## src/core/tis_pkg.sv

```systemverilog
// Purpose: Shared constants for the trap and interrupt sequencer
// Assumes: 32-bit AXI4-Lite register bus, 24-bit program addresses
// Notes: Byte offsets are aligned words
package tis_pkg;
    // ********************************
    // Register map
    // ********************************
    localparam logic [7:0] OFS_CTRL = 8'h00;
    localparam logic [7:0] OFS_PRIO = 8'h04;
    localparam logic [7:0] OFS_SPLIMIT = 8'h08;
    localparam logic [7:0] OFS_IFLAG = 8'h0C;
    localparam logic [7:0] OFS_IENABLE = 8'h10;
    localparam logic [7:0] OFS_IPRIO = 8'h14;
    localparam logic [7:0] OFS_TRAPSTAT = 8'h18;
    localparam logic [7:0] OFS_RSTCTRL = 8'h1C;
    // ********************************
    // Fields and reset values
    // ********************************
    localparam int CTRL_OVF31_EN = 0;
    localparam int CTRL_OVF39_EN = 1;
    localparam int CTRL_ALT_TABLE = 15;
    localparam int RC_EXT = 0;
    localparam int RC_WDT = 1;
    localparam int RC_UNINIT_W = 2;
    localparam int RC_ILLEGAL = 3;
    localparam int RC_BROWNOUT = 4;
    localparam int RC_SWRESET = 5;
    localparam int RC_TRAP_CONFLICT = 15;
    localparam logic [31:0] IPRIO_RESET = 32'h4444_4444;
    localparam logic [15:0] SPLIMIT_RESET = 16'hFFFF;
    localparam int NUM_IRQ = 8;
    // ********************************
    // Priorities and vectors
    // ********************************
    localparam logic [3:0] PRIO_INT_MAX = 4'h7;
    localparam logic [3:0] LVL_MATH = 4'hB;
    localparam logic [3:0] LVL_HARD_MIN = 4'hC;
    localparam logic [15:0] STACK_FLOOR = 16'h0800;
    localparam logic [23:0] RESET_VECTOR = 24'h00_0000;
    localparam logic [23:0] PRI_TABLE_BASE = 24'h00_0004;
    localparam logic [23:0] ALT_TABLE_BASE = 24'h00_0084;
    localparam logic [5:0] SLOT_IRQ_BASE = 6'h08;
    localparam logic [1:0] AXI_OKAY = 2'h0;
    localparam logic [1:0] AXI_SLVERR = 2'h2;
    typedef enum logic [0:0] {
        SEQ_BOOT = 1'b0,
        SEQ_RUN = 1'b1
    } tis_seq_t;
endpackage : tis_pkg

```

## src/core/tis_sequencer.sv

```systemverilog
// Purpose: Trap and interrupt sequencer for a 16-bit signal controller core
// Assumes: One aclk edge per instruction cycle; core faults arrive as pulses
// Notes: Registers over AXI4-Lite; assertions sit beside the logic
// Operation
// - Any reset restarts fetch at address zero
// - Six error sources request a device reset
// - Flushed illegal opcodes never trap
// - Traps use levels eight to fifteen
// - Level seven blocks interrupts, not traps
// - Faulting instruction finishes before trap entry; hard traps enter once halted, without waiting for instr_done
// - Divide by zero aborts and traps
// - Enabled accumulator overflows raise math trap
// - Oversized shift amount raises math trap
// - Bad addresses and fetches raise address trap
// - Stack pointer outside limits raises stack trap
// - Oscillator failover raises oscillator trap
// - Simultaneous traps served by fixed priority
// - Levels eight to eleven are soft; math eleven
// - Levels twelve to fourteen: address, stack, oscillator
// - Hard trap halts execution until acknowledged
// - Lower hard trap conflict resets, sets flag
// - Flags sampled each cycle, enabled ones compared
// - Interrupt only above current priority level
// - Entry pushes PC and status, raises priority
// - Return pops PC and status, restores priority
// - Select bit switches to alternate vector table
//
// The address map and register access over AXI4-Lite were chosen for this implementation.
module tis_sequencer
    import tis_pkg::*;
(
    input wire logic aclk, // Instruction clock
    input wire logic aresetn, // Synchronous reset, active low
    input wire logic [7:0] s_awaddr, // Write address
    input wire logic s_awvalid, // Write address valid
    output logic s_awready, // Write address ready
    input wire logic [31:0] s_wdata, // Write data
    input wire logic [3:0] s_wstrb, // Write byte enables
    input wire logic s_wvalid, // Write data valid
    output logic s_wready, // Write data ready
    output logic [1:0] s_bresp, // Write response
    output logic s_bvalid, // Write response valid
    input wire logic s_bready, // Write response ready
    input wire logic [7:0] s_araddr, // Read address
    input wire logic s_arvalid, // Read address valid
    output logic s_arready, // Read address ready
    output logic [31:0] s_rdata, // Read data
    output logic [1:0] s_rresp, // Read response
    output logic s_rvalid, // Read data valid
    input wire logic s_rready, // Read data ready
    input wire logic instr_done, // Current instruction completed
    input wire logic [23:0] cur_pc, // Return address of the next instruction
    input wire logic return_from_interrupt, // Return instruction executes
    input wire logic [7:0] popped_status, // Status low byte from the stack
    input wire logic hard_trap_ack, // Core acknowledges a hard trap
    input wire logic div_by_zero, // Divide with zero divisor
    input wire logic acc_ovf31, // Accumulator overflow out of bit 31
    input wire logic guard_unused, // Guard bits not in use
    input wire logic acc_ovf39, // Accumulator overflow out of bit 39
    input wire logic sat_disabled, // All saturation disabled
    input wire logic shift_too_big, // Shift amount above the maximum
    input wire logic misaligned_access, // Misaligned word access
    input wire logic unimpl_data_read, // Read of unimplemented data space
    input wire logic unimpl_prog_read, // Read of unimplemented program space
    input wire logic vector_fetch, // Instruction fetch from vector space
    input wire logic unimpl_branch, // Branch or execution at bad address
    input wire logic sp_load, // Stack pointer written
    input wire logic [15:0] sp_value, // New stack pointer value
    input wire logic osc_fail, // Fell back to internal RC source
    input wire logic ext_reset, // External reset event
    input wire logic watchdog_timeout, // Watchdog expired
    input wire logic uninit_w_pointer, // Uninitialised register as pointer
    input wire logic illegal_exec, // Unused opcode reached execute
    input wire logic illegal_flushed, // That opcode was flushed
    input wire logic brownout_reset, // Supply dip detected
    input wire logic sw_reset, // Software reset instruction
    input wire logic [NUM_IRQ-1:0] irq_event, // Peripheral interrupt events
    output logic reset_req, // Device reset request, one cycle
    output logic div_abort, // Abort the divide, one cycle
    output logic core_halt, // Halt code execution
    output logic fetch_valid, // Redirect fetch, one cycle
    output logic [23:0] fetch_addr, // Redirect target
    output logic push_valid, // Push frame, one cycle
    output logic [23:0] push_pc, // Pushed program counter
    output logic [7:0] push_status, // Pushed status low byte
    output logic [3:0] processor_priority_level // Current priority
);
    // ********************************
    // Helpers
    // ********************************
    function automatic logic [31:0] merge(input logic [31:0] old, input logic [31:0] nw,
                                          input logic [3:0] strb);
        logic [31:0] r;
        r = old;
        for (int i = 0; i < 4; i++) begin
            if (strb[i]) begin
                r[8*i +: 8] = nw[8*i +: 8];
            end
        end
        return r;
    endfunction : merge

    function automatic logic [23:0] vec_addr(input logic [5:0] slot, input logic alt);
        logic [23:0] base;
        base = alt ? ALT_TABLE_BASE : PRI_TABLE_BASE;
        return base + {17'h0, slot, 1'b0};
    endfunction : vec_addr

    tis_seq_t seq_q;
    logic [31:0] ctrl_q, prio_reg_q, iprio_q;
    logic [15:0] splimit_q, reset_control_reg_q;
    logic [NUM_IRQ-1:0] ifs_q, iec_q;
    logic [3:0] trap_pend_q, cpu_prio_q, hard_lvl_q;
    logic aw_have_q, w_have_q;
    logic [7:0] aw_addr_q;
    logic [31:0] w_data_q;
    logic [3:0] w_strb_q;
    logic wr_go, halt_q;
    // ********************************
    // AXI4-Lite slave
    // ********************************
    assign wr_go = aw_have_q && w_have_q && !s_bvalid;

    function automatic logic mapped(input logic [7:0] a);
        return a[1:0] == 2'h0 && a <= OFS_RSTCTRL;
    endfunction : mapped

    always_ff @(posedge aclk) begin
        if (!aresetn) begin
            s_awready <= 1'b1;
            s_wready <= 1'b1;
            aw_have_q <= 1'b0;
            w_have_q <= 1'b0;
            aw_addr_q <= 8'h00;
            w_data_q <= 32'h0000_0000;
            w_strb_q <= 4'h0;
            s_bvalid <= 1'b0;
            s_bresp <= AXI_OKAY;
        end else begin
            if (s_awvalid && s_awready) begin
                aw_have_q <= 1'b1;
                aw_addr_q <= s_awaddr;
                s_awready <= 1'b0;
            end
            if (s_wvalid && s_wready) begin
                w_have_q <= 1'b1;
                w_data_q <= s_wdata;
                w_strb_q <= s_wstrb;
                s_wready <= 1'b0;
            end
            if (wr_go) begin
                aw_have_q <= 1'b0;
                w_have_q <= 1'b0;
                s_bvalid <= 1'b1;
                s_bresp <= mapped(aw_addr_q) ? AXI_OKAY : AXI_SLVERR;
            end else if (s_bvalid && s_bready) begin
                s_bvalid <= 1'b0;
                s_awready <= 1'b1;
                s_wready <= 1'b1;
            end
        end
    end

    always_ff @(posedge aclk) begin
        if (!aresetn) begin
            s_arready <= 1'b1;
            s_rvalid <= 1'b0;
            s_rdata <= 32'h0000_0000;
            s_rresp <= AXI_OKAY;
        end else if (s_arvalid && s_arready) begin
            s_arready <= 1'b0;
            s_rvalid <= 1'b1;
            s_rresp <= mapped(s_araddr) ? AXI_OKAY : AXI_SLVERR;
            case (s_araddr)
                OFS_CTRL: s_rdata <= ctrl_q;
                OFS_PRIO: s_rdata <= {28'h0, cpu_prio_q};
                OFS_SPLIMIT: s_rdata <= {16'h0, splimit_q};
                OFS_IFLAG: s_rdata <= {24'h0, ifs_q};
                OFS_IENABLE: s_rdata <= {24'h0, iec_q};
                OFS_IPRIO: s_rdata <= iprio_q;
                OFS_TRAPSTAT: s_rdata <= {23'h0, halt_q, hard_lvl_q, trap_pend_q};
                OFS_RSTCTRL: s_rdata <= {16'h0, reset_control_reg_q};
                default: s_rdata <= 32'h0000_0000;
            endcase
        end else if (s_rvalid && s_rready) begin
            s_rvalid <= 1'b0;
            s_arready <= 1'b1;
        end
    end
    // ********************************
    // Plain control registers
    // ********************************
    logic [31:0] wr_merged;
    assign wr_merged = merge(32'h0000_0000, w_data_q, w_strb_q);
    logic [31:0] splimit_merged;
    assign splimit_merged = merge({16'h0, splimit_q}, w_data_q, w_strb_q);

    always_ff @(posedge aclk) begin
        if (!aresetn) begin
            ctrl_q <= 32'h0000_0000;
            splimit_q <= SPLIMIT_RESET;
            iec_q <= '0;
            iprio_q <= IPRIO_RESET;
            prio_reg_q <= 32'h0000_0000;
        end else begin
            prio_reg_q <= 32'h0000_0000;
            if (wr_go) begin
                case (aw_addr_q)
                    OFS_CTRL: ctrl_q <= merge(ctrl_q, w_data_q, w_strb_q) & 32'h0000_8003;
                    OFS_SPLIMIT: splimit_q <= splimit_merged[15:0];
                    OFS_IENABLE: iec_q <= wr_merged[NUM_IRQ-1:0];
                    OFS_IPRIO: iprio_q <= merge(iprio_q, w_data_q, w_strb_q) & 32'h7777_7777;
                    OFS_PRIO: prio_reg_q <= {28'h0, 1'b1, wr_merged[2:0]};
                    default: ;
                endcase
            end
        end
    end
    // ********************************
    // Interrupt request sampling
    // ********************************
    // Set wins over the write-one-to-clear in the same cycle
    always_ff @(posedge aclk) begin
        if (!aresetn) begin
            ifs_q <= '0;
        end else begin
            ifs_q <= (ifs_q & ~((wr_go && aw_addr_q == OFS_IFLAG)
                     ? wr_merged[NUM_IRQ-1:0] : '0)) | irq_event;
        end
    end

    logic [NUM_IRQ-1:0] irq_req;
    logic [2:0] best_irq_prio, best_irq_src;
    logic irq_win;
    assign irq_req = ifs_q & iec_q;

    always_comb begin
        best_irq_prio = 3'h0;
        best_irq_src = 3'h0;
        for (int i = NUM_IRQ - 1; i >= 0; i--) begin
            // Lower source index wins ties: natural order
            if (irq_req[i] && iprio_q[4*i +: 3] >= best_irq_prio && iprio_q[4*i +: 3] != 3'h0) begin
                best_irq_prio = iprio_q[4*i +: 3];
                best_irq_src = i[2:0];
            end
        end
    end
    // Level seven or above admits no interrupt at all
    assign irq_win = {1'b0, best_irq_prio} > cpu_prio_q;
    // ********************************
    // Trap detection
    // ********************************
    logic ev_math, ev_addr, ev_stack, ev_osc, conflict, rst_any;
    logic [3:0] ev_traps, new_hard_lvl, top_trap_lvl;
    logic [1:0] top_trap_idx;
    logic trap_win;
    assign ev_math = div_by_zero
        || (acc_ovf31 && guard_unused && ctrl_q[CTRL_OVF31_EN])
        || (acc_ovf39 && sat_disabled && ctrl_q[CTRL_OVF39_EN])
        || shift_too_big;
    assign ev_addr = misaligned_access || unimpl_data_read || unimpl_prog_read
        || vector_fetch || unimpl_branch;
    assign ev_stack = sp_load && (sp_value > splimit_q || sp_value < STACK_FLOOR);
    assign ev_osc = osc_fail;
    assign ev_traps = {ev_osc, ev_stack, ev_addr, ev_math};
    // Index i carries level eleven plus i
    assign new_hard_lvl = ev_osc ? 4'hE : ev_stack ? 4'hD : ev_addr ? LVL_HARD_MIN : 4'h0;
    assign conflict = new_hard_lvl != 4'h0 && hard_lvl_q != 4'h0
        && new_hard_lvl < hard_lvl_q;
    assign top_trap_idx = trap_pend_q[3] ? 2'd3 : trap_pend_q[2] ? 2'd2 : trap_pend_q[1] ? 2'd1 : 2'd0;
    assign top_trap_lvl = LVL_MATH + {2'b00, top_trap_idx};
    assign trap_win = trap_pend_q != 4'h0 && top_trap_lvl > cpu_prio_q;
    assign rst_any = ext_reset || watchdog_timeout || uninit_w_pointer
        || (illegal_exec && !illegal_flushed)
        || brownout_reset || sw_reset || conflict;

    logic take_trap, take_irq, boundary;
    // Hard trap entry cannot wait for an instruction the core has halted
    assign boundary = seq_q == SEQ_RUN && !reset_req && (instr_done || halt_q);
    assign take_trap = boundary && trap_win;
    assign take_irq = boundary && !trap_win && irq_win && !halt_q;
    // ********************************
    // Reset causes and request
    // ********************************
    always_ff @(posedge aclk) begin
        if (!aresetn) begin
            reset_control_reg_q <= 16'h0000;
            reset_req <= 1'b0;
        end else begin
            reset_req <= rst_any;
            reset_control_reg_q <= (reset_control_reg_q & ~((wr_go && aw_addr_q == OFS_RSTCTRL) ? wr_merged[15:0] : 16'h0))
                | {conflict, 9'h0, sw_reset, brownout_reset, illegal_exec && !illegal_flushed,
                   uninit_w_pointer, watchdog_timeout, ext_reset};
        end
    end
    // ********************************
    // Trap pending and hard trap state
    // ********************************
    logic [3:0] taken_mask;
    assign taken_mask = take_trap ? (4'h1 << top_trap_idx) : 4'h0;

    always_ff @(posedge aclk) begin
        if (!aresetn || reset_req) begin
            trap_pend_q <= 4'h0;
            hard_lvl_q <= 4'h0;
            halt_q <= 1'b0;
            div_abort <= 1'b0;
        end else begin
            div_abort <= div_by_zero;
            trap_pend_q <= (trap_pend_q & ~taken_mask) | ev_traps;
            if (new_hard_lvl > hard_lvl_q) begin
                hard_lvl_q <= new_hard_lvl;
            end else if (return_from_interrupt && cpu_prio_q == hard_lvl_q) begin
                hard_lvl_q <= 4'h0;
            end
            if (new_hard_lvl != 4'h0) begin
                halt_q <= 1'b1;
            end else if (hard_trap_ack) begin
                halt_q <= 1'b0;
            end
        end
    end
    assign core_halt = halt_q;
    // ********************************
    // Vectoring, stacking, return
    // ********************************
    always_ff @(posedge aclk) begin
        if (!aresetn || reset_req) begin
            seq_q <= SEQ_BOOT;
            cpu_prio_q <= 4'h0;
            fetch_valid <= 1'b0;
            fetch_addr <= RESET_VECTOR;
            push_valid <= 1'b0;
            push_pc <= 24'h00_0000;
            push_status <= 8'h00;
        end else begin
            fetch_valid <= 1'b0;
            push_valid <= 1'b0;
            case (seq_q)
                SEQ_BOOT: begin
                    fetch_valid <= 1'b1;
                    fetch_addr <= RESET_VECTOR;
                    seq_q <= SEQ_RUN;
                end
                SEQ_RUN: begin
                    if (take_trap || take_irq) begin
                        push_valid <= 1'b1;
                        push_pc <= cur_pc;
                        push_status <= {cpu_prio_q, 4'h0};
                        fetch_valid <= 1'b1;
                        if (take_trap) begin
                            cpu_prio_q <= top_trap_lvl;
                            fetch_addr <= vec_addr({4'h0, 2'd3 - top_trap_idx} + 6'h1,
                                                   ctrl_q[CTRL_ALT_TABLE]);
                        end else begin
                            cpu_prio_q <= {1'b0, best_irq_prio};
                            fetch_addr <= vec_addr(SLOT_IRQ_BASE + {3'h0, best_irq_src},
                                                   ctrl_q[CTRL_ALT_TABLE]);
                        end
                    end else if (return_from_interrupt) begin
                        cpu_prio_q <= popped_status[7:4];
                    end else if (prio_reg_q[3]) begin
                        cpu_prio_q <= {1'b0, prio_reg_q[2:0]};
                    end
                end
                default: seq_q <= SEQ_BOOT;
            endcase
        end
    end
    assign processor_priority_level = cpu_prio_q;
endmodule : tis_sequencer

```

## config.mk

```make
export PLATFORM = sky130hd
export DESIGN_NAME = tis_sequencer
export DESIGN_NICKNAME = d
export VERILOG_FILES = /design/src/core/tis_pkg.sv /design/src/core/tis_sequencer.sv
export SDC_FILE = /design/constraint.sdc
export NUM_CORES = 1
export LEC_CHECK = 0
export BUFFER_PORTS_ARGS = -buffer_cell sky130_fd_sc_hd__buf_2
export CAP_MARGIN = 20
export CORE_UTILIZATION = 35
export CTS_BUF_LIST = sky130_fd_sc_hd__clkbuf_8
export DETAILED_ROUTE_END_ITERATION = 10
export GPL_TIMING_DRIVEN = 0
export SETUP_SLACK_MARGIN = 0.05
export SYNTH_ARGS = -nofsm -noshare
export SYNTH_HDL_FRONTEND = slang
export SYNTH_SLANG_ARGS = --single-unit
export TNS_END_PERCENT = 30
```

## constraint.sdc

```tcl
create_clock -name aclk -period 9.9 [get_ports aclk]
set_input_delay 1.98 -clock aclk [delete_from_list [all_inputs] [get_ports aclk]]
set_output_delay 1.98 -clock aclk [all_outputs]
set_load 0.05 [all_outputs]
```

-- Word level (Yosys, flattened, before mapping)
Index checks and enable logic that the tools add are counted.
- equality and inequality tests: 15
- add/subtract/negate cells: 6
- reduce and logical (&&, ||, !) cells: 101
- $lt $le $gt $ge: 16
- bitwise operators: 12
- multiplexer cells: 58
- shift-type cells: 1
- operator list (kind ; count):
    $pmux W31 S8 ; 1
    $eq A8 B5 Y1 const B ; 7
    $mux W24 ; 2
    $mux W3 ; 16
    $pmux W24 S2 ; 1
    $mux W4 ; 11
    $logic_and A1 B1 Y1 ; 43
    $eq A8 B4 Y1 const B ; 4
    $mux W8 ; 4
    $reduce_and A3 Y1 ; 9
    $reduce_bool A3 Y1 ; 9
    $add A24 B4 Y24 ; 1
    $ge A3 B3 Y1 ; 7
    $logic_or A1 B1 Y1 ; 17
    $mux W1 ; 17
    $and A16 B16 Y16 ; 1
    $and A8 B8 Y8 ; 2
    $eq A8 B3 Y1 const B ; 2
    $gt A16 B16 Y1 ; 1
    $le A8 B5 Y1 const B ; 2
    $logic_not A8 Y1 ; 2
    $lt A16 B12 Y1 const B ; 1
    $mux W16 ; 1
    $not A16 Y16 ; 1
    27 further kinds ; 47
- output and inout bits: 106
- flip-flop bits (word level): 235
- input port bits: 138

-- Longest topological paths before layout
Gate-level depths: netlist of the first run.
- depth in word-level cells: 38
- depth in mapped cells: 59

-- Least setup slack after synthesis of the first run
Ideal clock, no wire load.
- path type: register to register
- start: register ifs_q[7]
- end: register cpu_prio_q[2], in the netlist processor_priority_level[2]
- stages on the path, launching flop included: 56
- arrival time: 10662 ps
- path slack: -877 ps
- period minus slack after synthesis: 10777 ps
- library setup time: 116 ps
- buffers on the path: 1
- path through: dfxtp_1 > and3_1 > ha_1 > nor2b_1 > o21a_1 > o31ai_1 > o31ai_1 > ha_1 > nand2b_1 > a31o_2 > a22oi_2 > mux2_4 > ha_1 > nand2b_1 > maj3_1 > a21oi_1 > or3_1 > or2_1 > [20 not listed] > ha_1 > nand2b_1 > a21oi_1 > nor2b_1 > o21ai_0 > buf_2 > a41oi_1 > inv_1 > a31oi_2 > ha_1 > o21ai_0 > nand2b_1 > nand4_1 > nand2b_1 > o31a_1 > o311a_1 > nor3_1 > a31o_1
- word-level cells in the longest chain between the ends: 38
- ends and longest elaborated chain (element ; RTL line ; source):
    start: declaration ; tis_sequencer.sv:112 ; logic [NUM_IRQ-1:0] ifs_q, iec_q;
    start signal: assignment ; tis_sequencer.sv:227 ; ifs_q <= (ifs_q & ~((wr_go && aw_addr_q == OFS_IFLAG)
    $and A8 B8 Y8 (*) ; tis_sequencer.sv:235 ; assign irq_req = ifs_q & iec_q;
    $logic_and A1 B1 Y1 (*) (2 in series) ; tis_sequencer.sv:242 ; if (irq_req[i] && iprio_q[4*i +: 3] >= best_irq_prio && iprio_q[4*i +: 3] != 3'h0) begin
    $mux W3 (*) ; tis_sequencer.sv:242 ;
    $ge A3 B3 Y1 ; tis_sequencer.sv:242 ;
    $logic_and A1 B1 Y1 (2 in series) ; tis_sequencer.sv:242 ;
    $mux W3 (*) ; tis_sequencer.sv:242 ;
    $ge A3 B3 Y1 ; tis_sequencer.sv:242 ;
    $logic_and A1 B1 Y1 (2 in series) ; tis_sequencer.sv:242 ;
    [17 not listed] ; -- ;
    $ge A3 B3 Y1 ; tis_sequencer.sv:242 ;
    $logic_and A1 B1 Y1 (2 in series) ; tis_sequencer.sv:242 ;
    $mux W3 (*) ; tis_sequencer.sv:242 ;
    $gt A3 B4 Y1 ; tis_sequencer.sv:249 ; assign irq_win = {1'b0, best_irq_prio} > cpu_prio_q;
    $logic_and A1 B1 Y1 (2 in series) ; tis_sequencer.sv:281 ; assign take_irq = boundary && !trap_win && irq_win && !halt_q;
    $logic_or A1 B1 Y1 ; tis_sequencer.sv:346 ; if (take_trap || take_irq) begin
    $reduce_bool A3 Y1 (no line) ; -- ;
    $reduce_and A2 Y1 (no line) ; -- ;
    end signal: assignment ; tis_sequencer.sv:352 ; cpu_prio_q <= top_trap_lvl;
    end signal: assignment ; tis_sequencer.sv:356 ; cpu_prio_q <= {1'b0, best_irq_prio};
    end signal: assignment ; tis_sequencer.sv:361 ; cpu_prio_q <= popped_status[7:4];
    end: declaration ; tis_sequencer.sv:113 ; logic [3:0] trap_pend_q, cpu_prio_q, hard_lvl_q;
Mark *: on every way between the ends. The rest lies on a longest branch, timed or not.
A chain may end at the register's enable or synchronous reset.

-- Final worst setup path of the first run
- start: register iec_q[7]
- end: register cpu_prio_q[2], in the netlist processor_priority_level[2]
- word-level cells in the longest chain between the ends: 38
- ends and longest elaborated chain (element ; RTL line ; source):
    start: declaration ; tis_sequencer.sv:112 ;
    start signal: assignment ; tis_sequencer.sv:211 ; OFS_IENABLE: iec_q <= wr_merged[NUM_IRQ-1:0];
    $and A8 B8 Y8 (*) ; tis_sequencer.sv:235 ;
    $logic_and A1 B1 Y1 (*) (2 in series) ; tis_sequencer.sv:242 ;
    $mux W3 (*) ; tis_sequencer.sv:242 ;
    $ge A3 B3 Y1 ; tis_sequencer.sv:242 ;
    $logic_and A1 B1 Y1 (2 in series) ; tis_sequencer.sv:242 ;
    $mux W3 (*) ; tis_sequencer.sv:242 ;
    $ge A3 B3 Y1 ; tis_sequencer.sv:242 ;
    $logic_and A1 B1 Y1 (2 in series) ; tis_sequencer.sv:242 ;
    [17 not listed] ; -- ;
    $ge A3 B3 Y1 ; tis_sequencer.sv:242 ;
    $logic_and A1 B1 Y1 (2 in series) ; tis_sequencer.sv:242 ;
    $mux W3 (*) ; tis_sequencer.sv:242 ;
    $gt A3 B4 Y1 ; tis_sequencer.sv:249 ;
    $logic_and A1 B1 Y1 (2 in series) ; tis_sequencer.sv:281 ;
    $logic_or A1 B1 Y1 ; tis_sequencer.sv:346 ;
    $reduce_bool A3 Y1 (no line) ; -- ;
    $reduce_and A2 Y1 (no line) ; -- ;
Marked as above.

==> results of run 1 <==
state kept, by name (all words and copies together) (netlist names), 3 cells and up:
name,flops
fetch_addr,6
reset_control_reg_q,16
aw_addr_q,8
iprio_q,24
push_pc,24
hard_lvl_q,3
w_strb_q,4
splimit_q,16
w_data_q,28
ctrl_q,3
ifs_q,8
prio_reg_q,4
push_status,4
iec_q,8
s_rdata,28
trap_pend_q,4
processor_priority_level,4
power by group:
part / internal, W / switching (W)
Sequential: 0.000854 / 0.0000224
Combinational: 0.0000700 / 0.000128
Clock: 0.000422 / 0.000361
kinds of logic after synthesis:
kind of cell    count (synthesis)  synth area share (%)
compound gates                363                  25.0
buf+inv                       141                  6.39
xor+xnor                        2                 0.171
mux                             7                 0.784
fa+ha+maj                      48                  5.85
flops                         207                  40.5
other cells                     1                0.0367
simple gates                  485                  21.2
metal layers:
layer / up-vias / wire length, um / global-route usage [%]
li1: 4957 / - / -
met1: 4688 / 15400 / 30.0
met2: 413 / 16000 / 37.4
met3: 80 / 2580 / 4.60
met4: 0 / 1400 / 10.1
met5: - / 0 / 0
through the flow:
step,TNS (ns),total power (W)
5_1_grt,-36.86,0.00193
6_report,-18.28,0.00186
2_1_floorplan,-11.39,0.00101
3_5_place_dp,-54.61,0.00108
4_1_cts,-24.28,0.00187
3_3_place_gp,-48.89,0.00108
final timing paths:
kind / slack (ns) / to / start / cells after the start
worst max-delay path: -0.64 / processor_priority_level[2] / iec_q[7] / 56
worst min-delay path: 0.43 / reset_control_reg_q[13] / reset_control_reg_q[13] / 2
worst max register to register: -0.64 / processor_priority_level[2] / iec_q[7] / 56
worst min register to register: 0.43 / reset_control_reg_q[13] / reset_control_reg_q[13] / 2
worst register-to-register path, delay by kind of cell (launching register included):
family,cells,cell delay [ns]
buffers and inverters,2,0.26
AO/OA/AOI/OAI,24,4.25
multiplexers,2,0.70
adder cells (fa/ha/maj),9,2.23
flip-flops,1,0.39
AND/OR/NAND/NOR,19,2.57
layout by cell type, fill, tap and decap left out, types with 4 or more instances in the layout:
cell type | Yosys | final
dfxtp_1 | 207 | 202
and3_1 | 5 | 4
nor2_1 | 53 | 47
nor3_1 | 16 | 15
o21ai_1 | 2 | 6
conb_1 | 1 | 28
or3_1 | 7 | 5
o311a_1 | 4 | 4
nand2b_1 | 15 | 10
mux2i_1 | 5 | 4
ha_4 | 0 | 6
nand2_1 | 265 | 259
buf_2 | 9 | 211
and2_1 | 18 | 18
a211oi_1 | 6 | 5
o211a_1 | 6 | 6
clkbuf_1 | 56 | 52
o21ai_0 | 44 | 38
a22oi_1 | 29 | 29
a21boi_0 | 70 | 70
nand3_1 | 67 | 64
o211ai_1 | 19 | 19
inv_1 | 44 | 57
nand2_2 | 0 | 6
ha_1 | 47 | 40
a21boi_1 | 4 | 4
a21oi_1 | 78 | 60
a31oi_1 | 15 | 13
o21a_1 | 32 | 31
nand2b_4 | 0 | 5
clkbuf_8 | 0 | 46
buf_6 | 0 | 7
nor2b_1 | 20 | 18
buf_4 | 30 | 57
a21oi_2 | 3 | 20
a21o_1 | 7 | 7
timing repair:
| item | in CTS | in global routing |
|---|---|---|
| pin swaps | 35 | 31 |
| hold endpoints to repair | 0 | 0 |
| setup endpoints to repair | 40 | 40 |
| cloned | 3 | 0 |
| resized for setup | 37 | 46 |
| setup buffers | 25 | 5 |
final cells by class:
cell class	count	area, um^2
Sequential cell	207	4160
Buffer	96	544
Inverter	45	169
Tap cell	384	480
Fill cell	2922	15300
Clock inverter	20	121
Clock buffer	43	592
Antenna cell	2	5.00
Multi-Input combinational cell	933	5980
Timing Repair Buffer	239	1320
==> flow_metrics.env, run 1 <==
export IMPL_status="complete, but fails checks"
export IMPL_violations="setup timing"
export IMPL_area_delta_synth_final_pct=30.9
export IMPL_synth_common_cells="265 x nand2_1, 207 x dfxtp_1, 78 x a21oi_1"
export IMPL_critPathTopFamily="compound AO/OA/AOI/OAI gates"
export IMPL_rsz0062_at_grt="yes"
export IMPL_finClkSkew_ns=0.0403
export IMPL_crit_fanout=6
export IMPL_netlist_area_um2=10200
export IMPL_place_area_um2=12100
export IMPL_hp_class="reg2reg"
export IMPL_crit_path_end_kind="register"
export IMPL_clk_pin_slew_ns=0.06
export IMPL_nets=1745
export IMPL_tightest_slew_ns=1.10
export IMPL_critical_path_buf_inv_count=2
export IMPL_worstSetupPathType="reg2reg"
export IMPL_slew_viol_final=0
export IMPL_critPathArrivalTime_ns=10.95
export IMPL_cts_tree="yes"
export IMPL_cap_violations=0
export IMPL_fmax_mhz=94.9
export IMPL_whs_ns=0.431
export IMPL_drt_iter0_markers=771
export IMPL_yosys_register_bits=207
export IMPL_grt_remaining_overflow=0
export IMPL_ant_nets=0
export IMPL_root_buffer="clkbuf_8"
export IMPL_synth_edf_count=0
export IMPL_die_area_um2=29900
export IMPL_grt_max_degree=11
export IMPL_numCtsBuffers=38
export IMPL_crit_required_ns=10.31
export IMPL_utilization_pct=46.6
export IMPL_drtPass1Iterations=6
export IMPL_viasPerCell=5.15
export IMPL_cpMaxStageDelayCell="dfxtp_4"
export IMPL_grt_pass1_vias=9689
export IMPL_vias=10100
export IMPL_wl_per_cell_um=17.9
export IMPL_die_w_um=173
export IMPL_row_count=62
export IMPL_place_congestion=0.885
export IMPL_synth_cell_types=75
export IMPL_final_cells=1969
export IMPL_drive_above_1_share_pct=27.0
export IMPL_drt_total_wl_um=35300
export IMPL_clk_latency_ns=0.56
export IMPL_drc_errors=0
export IMPL_place_ws_ns=-1.63
export IMPL_fin_area_um2=13400
export IMPL_synth_top_area_share_pct=40.5
export IMPL_coreArea_um2=28700
export IMPL_dpl_cell_count=1871
export IMPL_slew_headroom_pct=26.4
export IMPL_ctsHoldBuffers=0
export IMPL_yosysWarnings=0
export IMPL_grt_use_total_pct=23.2
export IMPL_grt_pass1_wl_um=54200
export IMPL_die_height_um=173
export IMPL_dp_hpwl_um=27100
export IMPL_synth_area_top_cells="dfxtp_1 41%, nand2_1 9.7%, ha_1 5.8%, a21boi_0 5.1%, a21oi_1 3.8%"
export IMPL_port_buffers=206
export IMPL_finalSetupViolCount=40
export IMPL_grt_antenna_before_repair=2
export IMPL_async_flop_share_pct=0
export IMPL_yosys_most_used_dff="dfxtp_1"
export IMPL_hold_viol=0
export IMPL_cp_start_kind="register"
export IMPL_initial_core_util_pct=35.6
export IMPL_post_route_period_util_pct=106
export IMPL_syn_inst=1254
export IMPL_layout_setup_ws_ns=-0.635
export IMPL_ys_seq_area_share_pct=40.5
export IMPL_p_per_area_nw_per_um2=139
export IMPL_slowest_delay_ns=0.39
export IMPL_post_synth_top_count_cell="nand2_1"
export IMPL_h_tree_depth=2
export IMPL_ios=244
export IMPL_cts_sinks=207
export IMPL_vdd_drop_max_v=0.0000763
export IMPL_cts_max_path_buffers=3
export IMPL_synth_top_area_cell="dfxtp_1"
export IMPL_avgSynthCellArea_um2=8.15
export IMPL_min_period_ns=10.54
export IMPL_crit_top_cell="nand2b_4"
export IMPL_power_static_leakage_nw=5.61
(Power assumes the default switching activity.)
==> run 2, diff against run 1 <==
--- a/config.mk
+++ b/config.mk
@@ -7,7 +7,7 @@
 export LEC_CHECK = 0
 export BUFFER_PORTS_ARGS = -buffer_cell sky130_fd_sc_hd__buf_2
 export CAP_MARGIN = 20
-export CORE_UTILIZATION = 35
+export CORE_UTILIZATION = 32
 export CTS_BUF_LIST = sky130_fd_sc_hd__clkbuf_8
 export DETAILED_ROUTE_END_ITERATION = 10
 export GPL_TIMING_DRIVEN = 0
==> run 2 against run 1 <==
  * The run ends with DRC, setup timing left
  * Clock-buffer cell count up 5
  * Via count shrank 0.32%
  * Total power increased by 2.6%
  * Hold slack hardly changed
  * Worst setup slack better by 0.090 ns
  * Sequential power is essentially flat
  * Final cell count up 1.1%
  * Sequential share of layout area about the same
  * Design area grew 0.17%
  * Global-route usage is 2.1 points lower
==> flow_metrics.env, run 2 (synthesis results as in run 1) <==
export IMPL_die_w_um=181
export IMPL_layout_setup_ws_ns=-0.546
export IMPL_grt_antenna_before_repair=3
export IMPL_cts_sinks=207
export IMPL_power_static_leakage_nw=5.61
export IMPL_grt_max_degree=12
export IMPL_port_buffers=206
export IMPL_status="complete, but fails checks"
export IMPL_dp_hpwl_um=27300
export IMPL_cpMaxStageDelayCell="dfxtp_4"
export IMPL_clk_latency_ns=0.54
export IMPL_h_tree_depth=2
export IMPL_min_period_ns=10.45
export IMPL_viasPerCell=5.08
export IMPL_drive_above_1_share_pct=26.8
export IMPL_critPathArrivalTime_ns=10.87
export IMPL_drt_iter0_markers=727
export IMPL_place_congestion=0.877
export IMPL_ios=244
export IMPL_grt_use_met1_pct=27.7
export IMPL_crit_top_cell="nand2b_4"
export IMPL_crit_fanout=5
export IMPL_fmax_mhz=95.7
export IMPL_nets=1743
export IMPL_worstSetupPathType="reg2reg"
export IMPL_tightest_slew_ns=1.09
export IMPL_area_delta_synth_final_pct=31.1
export IMPL_power_total_w=0.00191
export IMPL_rsz0062_at_grt="yes"
export IMPL_die_area_um2=32700
export IMPL_drt_total_wl_um=35300
export IMPL_fill_cells=3182
export IMPL_numCtsBuffers=38
export IMPL_vdd_drop_max_v=0.0000727
export IMPL_p_per_area_nw_per_um2=142
export IMPL_crit_required_ns=10.32
export IMPL_grt_use_total_pct=21.1
export IMPL_grt_pass1_vias=9633
export IMPL_finalSetupViolCount=40
export IMPL_slew_headroom_pct=26.6
export IMPL_drtPass1Iterations=9
export IMPL_clk_pin_slew_ns=0.06
export IMPL_cts_tree="yes"
export IMPL_post_route_period_util_pct=106
export IMPL_final_cell_mix="263 x nand2_1, 212 x buf_2, 200 x dfxtp_1, 70 x a21boi_0, 67 x a21oi_1"
export IMPL_grt_remaining_overflow=0
export IMPL_ant_nets=0
export IMPL_coreArea_um2=31500
export IMPL_hold_viol=0
export IMPL_grt_busiest_layer="met2"
export IMPL_layout_area_seq_um2=4160
export IMPL_grt_pass1_wl_um=53600
export IMPL_reg_top3="s_rdata (28), w_data_q (28)"
export IMPL_fin_area_um2=13400
export IMPL_cp_start_kind="register"
export IMPL_crit_path_end_kind="register"
export IMPL_root_buffer="clkbuf_8"
export IMPL_vias=10100
export IMPL_cap_violations=0
export IMPL_ctsHoldBuffers=0
export IMPL_slowest_delay_ns=0.37
export IMPL_initial_core_util_pct=32.5
export IMPL_finClkSkew_ns=0.0251
export IMPL_die_height_um=181
export IMPL_critical_path_buf_inv_count=1
export IMPL_final_common_cell="nand2_1"
export IMPL_drc_errors=4
export IMPL_row_count=65
export IMPL_violations="DRC, setup timing"
export IMPL_critPathTopFamily="compound AO/OA/AOI/OAI gates"
export IMPL_slew_viol_final=0
export IMPL_met2_usage_pct=34.4
export IMPL_multi_input_area_um2=5960
export IMPL_wl_per_cell_um=17.7
export IMPL_place_ws_ns=-1.67
export IMPL_cts_max_path_buffers=3
export IMPL_hp_class="reg2reg"
export IMPL_place_area_um2=12100
export IMPL_utilization_pct=42.6
export IMPL_use_met3_pct=3.69
==> run 2: what timing repair did <==
action,in CTS,in global routing
endpoints found under the setup margin,40,40
hold endpoints to repair,0,0
pin swaps,46,34
setup buffers,26,5
gates resized for setup,39,30
==> run 2: final timing paths <==
check,slack (ns),to,depth (start not counted),from
worst min-delay path,0.43,reset_control_reg_q[10],2,reset_control_reg_q[10]
worst max register to register,-0.55,processor_priority_level[2],55,ifs_q[7]
worst min register to register,0.43,reset_control_reg_q[10],2,reset_control_reg_q[10]
worst max-delay path,-0.55,processor_priority_level[2],55,ifs_q[7]
==> run 2: worst reg2reg max path, delay by kind of cell, from the launching register on <==
kind	cells	cell delay (ns)
AO/OA/AOI/OAI	25	4.34
AND/OR/NAND/NOR	18	2.54
adder cells (fa/ha/maj)	9	2.30
multiplexers	2	0.71
flip-flops	1	0.37
buffers and inverters	1	0.06
==> run 2: metrics by stage <==
stage | hold WS [ns] | cells | setup TNS [ns]
2_1_floorplan | 0.412 | 1281 | -11.39
3_3_place_gp | 0.417 | 1889 | -51.00
3_5_place_dp | 0.422 | 1889 | -56.76
4_1_cts | 0.431 | 1982 | -20.79
5_1_grt | 0.440 | 1990 | -33.20
6_report | 0.431 | 1990 | -16.39
==> run 2: cell type report <==
type | instances | area share [%]
clock buffer | 48 | 4.93
buffer | 96 | 4.02
tap | 402 | 3.75
sequential | 207 | 31.0
inverter | 45 | 1.26
clock inverter | 19 | 0.934
timing repair buffer | 237 | 9.49
multi-input combinational | 933 | 44.5
antenna | 3 | 0.0560
==> run 2: report_power, final <==
group	total, W	switching [W]	internal (W)
combinational	0.000195	0.000127	0.0000680
clock	0.000835	0.000369	0.000466
sequential	0.000876	0.0000224	0.000854
==> run 2: metal layers <==
metal  routed length, um  share of wire, %
met3                2670               7.6
met5                   0                 0
met2               15900                45
met1               15600                44
met4                1060               3.0
==> run 3, diff against run 2 <==
--- a/config.mk
+++ b/config.mk
@@ -5,12 +5,13 @@
 export SDC_FILE = /design/constraint.sdc
 export NUM_CORES = 1
 export LEC_CHECK = 0
-export BUFFER_PORTS_ARGS = -buffer_cell sky130_fd_sc_hd__buf_2
+export ABC_AREA = 1
+export BUFFER_PORTS_ARGS = -buffer_cell sky130_fd_sc_hd__buf_4
 export CAP_MARGIN = 20
 export CORE_UTILIZATION = 32
 export CTS_BUF_LIST = sky130_fd_sc_hd__clkbuf_8
 export DETAILED_ROUTE_END_ITERATION = 10
-export GPL_TIMING_DRIVEN = 0
+export GPL_TIMING_DRIVEN = 1
 export SETUP_SLACK_MARGIN = 0.05
 export SYNTH_ARGS = -nofsm -noshare
 export SYNTH_HDL_FRONTEND = slang
==> run 3 against run 2 <==
  * The run now ends clean
  * Design area is 6.1% lower
  * Critical path depth increased by 18
  * Clock skew grew 0.018 ns
  * Sequential power rose by 1%
  * Core utilization decreased by 1.3 points
  * Sequential share of layout area grew 1.9 points
  * Synthesized area fell by 3.1%
  * Synthesized cell count increased by 6.4%
  * Combinational power up 15%
==> flow_metrics.env, run 3 <==
export IMPL_finalSetupViolCount=0
export IMPL_drtPass1Iterations=7
export IMPL_synth_top_area_cell="dfxtp_1"
export IMPL_ctsHoldBuffers=0
export IMPL_viasPerCell=4.83
export IMPL_yosys_register_bits=207
export IMPL_initial_core_util_pct=32.5
export IMPL_syn_inst=1334
export IMPL_vdd_drop_max_v=0.0000851
export IMPL_grt_use_total_pct=18.6
export IMPL_synth_edf_count=0
export IMPL_yosys_most_used_dff="dfxtp_1"
export IMPL_routed_top_layer="met4"
export IMPL_area_delta_synth_final_pct=27.1
export IMPL_h_tree_depth=2
export IMPL_vias=9511
export IMPL_ant_nets=0
export IMPL_critPathArrivalTime_ns=9.39
export IMPL_drive_above_1_share_pct=20.8
export IMPL_row_count=64
export IMPL_crit_top_cell="nand2_1"
export IMPL_grt_remaining_overflow=0
export IMPL_numCtsBuffers=38
export IMPL_fin_tns_setup_ns=0
export IMPL_grt_max_degree=106
export IMPL_wl_per_cell_um=15.2
export IMPL_grt_pass1_wl_um=46200
export IMPL_dp_hpwl_um=22500
export IMPL_status="finished clean"
export IMPL_fmax_mhz=111
export IMPL_synth_area_top_cells="dfxtp_1 42%, nand2_1 8.7%, o21ai_0 7.5%, ha_1 5.9%, a21oi_1 5.9%"
export IMPL_nets=1731
export IMPL_whs_ns=0.460
export IMPL_drt_total_wl_um=30000
export IMPL_hold_viol=0
export IMPL_clk_latency_ns=0.55
export IMPL_root_buffer="clkbuf_8"
export IMPL_cts_max_path_buffers=3
export IMPL_drc_errors=0
export IMPL_slew_viol_final=0
export IMPL_post_route_period_util_pct=90.7
export IMPL_cap_violations=0
export IMPL_die_w_um=178
export IMPL_fin_area_um2=12600
export IMPL_netlist_area_um2=9900
export IMPL_place_area_um2=11700
export IMPL_synth_top_area_share_pct=41.8
export IMPL_yosysWarnings=0
export IMPL_tightest_slew_ns=0.959
export IMPL_finClkSkew_ns=0.0432
export IMPL_dr_wl_met2_um=13400
export IMPL_post_synth_top_count_cell="nand2_1"
export IMPL_slew_headroom_pct=36.0
export IMPL_final_common_cell="nand2_1"
export IMPL_slowest_delay_ns=0.36
export IMPL_cts_sinks=207
export IMPL_ys_seq_area_share_pct=41.8
export IMPL_grt_pass1_vias=8831
export IMPL_crit_path_end_kind="register"
export IMPL_port_buffers=207
export IMPL_p_per_area_nw_per_um2=153
export IMPL_whs_path_depth=2
export IMPL_ios=244
export IMPL_drt_met1_wl_um=13500
export IMPL_clk_pin_slew_ns=0.06
export IMPL_antenna_cells=0
export IMPL_place_congestion=0.853
export IMPL_met3RoutedLength_um=2440
export IMPL_cp_start_kind="register"
export IMPL_grt_antenna_before_repair=0
export IMPL_crit_fanout=9
export IMPL_async_flop_share_pct=0
export IMPL_layout_setup_ws_ns=0.918
export IMPL_rsz0062_at_grt="yes"
export IMPL_die_area_um2=31700
export IMPL_critical_path_buf_inv_count=13
export IMPL_min_period_ns=8.98
export IMPL_place_ws_ns=0.313
export IMPL_crit_required_ns=10.31
export IMPL_reg_top3="s_rdata (28), w_data_q (28)"
export IMPL_final_cell_mix="227 x nand2_1, 218 x buf_4, 207 x dfxtp_1, 164 x inv_1, 144 x nor2_1"
export IMPL_coreArea_um2=30500
export IMPL_avgSynthCellArea_um2=7.42
export IMPL_synth_cell_types=43
export IMPL_r2r_worst_path_cells=73
export IMPL_worstSetupPathType="reg2reg"
export IMPL_cpMaxStageDelayCell="dfxtp_1"
export IMPL_critPathTopFamily="simple AND/OR/NAND/NOR gates"
export IMPL_drt_iter0_markers=681
export IMPL_cp_depth=73
export IMPL_utilization_pct=41.2
export IMPL_synth_common_cells="229 x nand2_1, 207 x dfxtp_1, 151 x inv_1"
export IMPL_cts_tree="yes"
export IMPL_hp_class="reg2reg"
export IMPL_die_height_um=178
export IMPL_power_static_leakage_nw=5.81
-- run 3: worst paths after layout --
path | startpoint | endpoint | slack (ns)
worst max-delay path | ifs_q[7] | processor_priority_level[2] | 0.92
worst min-delay path | reset_control_reg_q[11] | reset_control_reg_q[11] | 0.46
worst max register to register | ifs_q[7] | processor_priority_level[2] | 0.92
worst min register to register | reset_control_reg_q[11] | reset_control_reg_q[11] | 0.46
-- run 3: metrics by stage --
| stage | power, W | cells |
|---|---|---|
| 6_report | 0.00193 | 1968 |
| 4_1_cts | 0.00195 | 1962 |
| 2_1_floorplan | 0.00104 | 1361 |
| 3_5_place_dp | 0.00113 | 1896 |
| 5_1_grt | 0.00202 | 1968 |
| 3_3_place_gp | 0.00112 | 1895 |
-- run 3: worst register-to-register path, delay by kind of cell, from the launching register on --
family	cells	cell delay, ns
compound gates	19	2.54
buf+inv	13	1.06
simple gates	33	2.66
flops	1	0.36
fa+ha+maj	8	2.23
-- run 3: layer usage --
metal  track usage, %  up-vias
met2             30.0      309
met3             4.41       53
met5                0        -
met4             5.24        0
met1             24.6     4328
li1                 -     4821
-- run 3: cells by family after synthesis --
group / after synthesis / synth area share [%]
other: 1 / 0.0379
AND/OR/NAND/NOR: 492 / 21.8
AO/OA/AOI/OAI: 352 / 20.4
flip-flops: 207 / 41.8
adder cells (fa/ha/maj): 47 / 5.94
buffers and inverters: 235 / 10.0
-- run 3: what timing repair did --
action / 4_1_cts / 5_1_grt
resized for setup: 0 / 14
setup endpoints to repair: 0 / 40
setup buffers: 0 / 5
-- run 3: layout make-up --
type                    instances  area (um^2)
multi-input cells             919         4900
inverters                     159          597
clock inverters                20          129
repair buffers                221         1690
flip-flops and latches        207         4140
well taps                     396          495
clock buffers                  46          633
fillers                      3181        17900
-- run 3: power by group --
group / leakage, nW / total (W) / internal [W] / switching (W)
clock: 0.439 / 0.000818 / 0.000449 / 0.000369
combinational: 3.68 / 0.000225 / 0.0000784 / 0.000147
sequential: 1.69 / 0.000887 / 0.000863 / 0.0000243
total: 5.81 / 0.00193 / 0.00139 / 0.000540
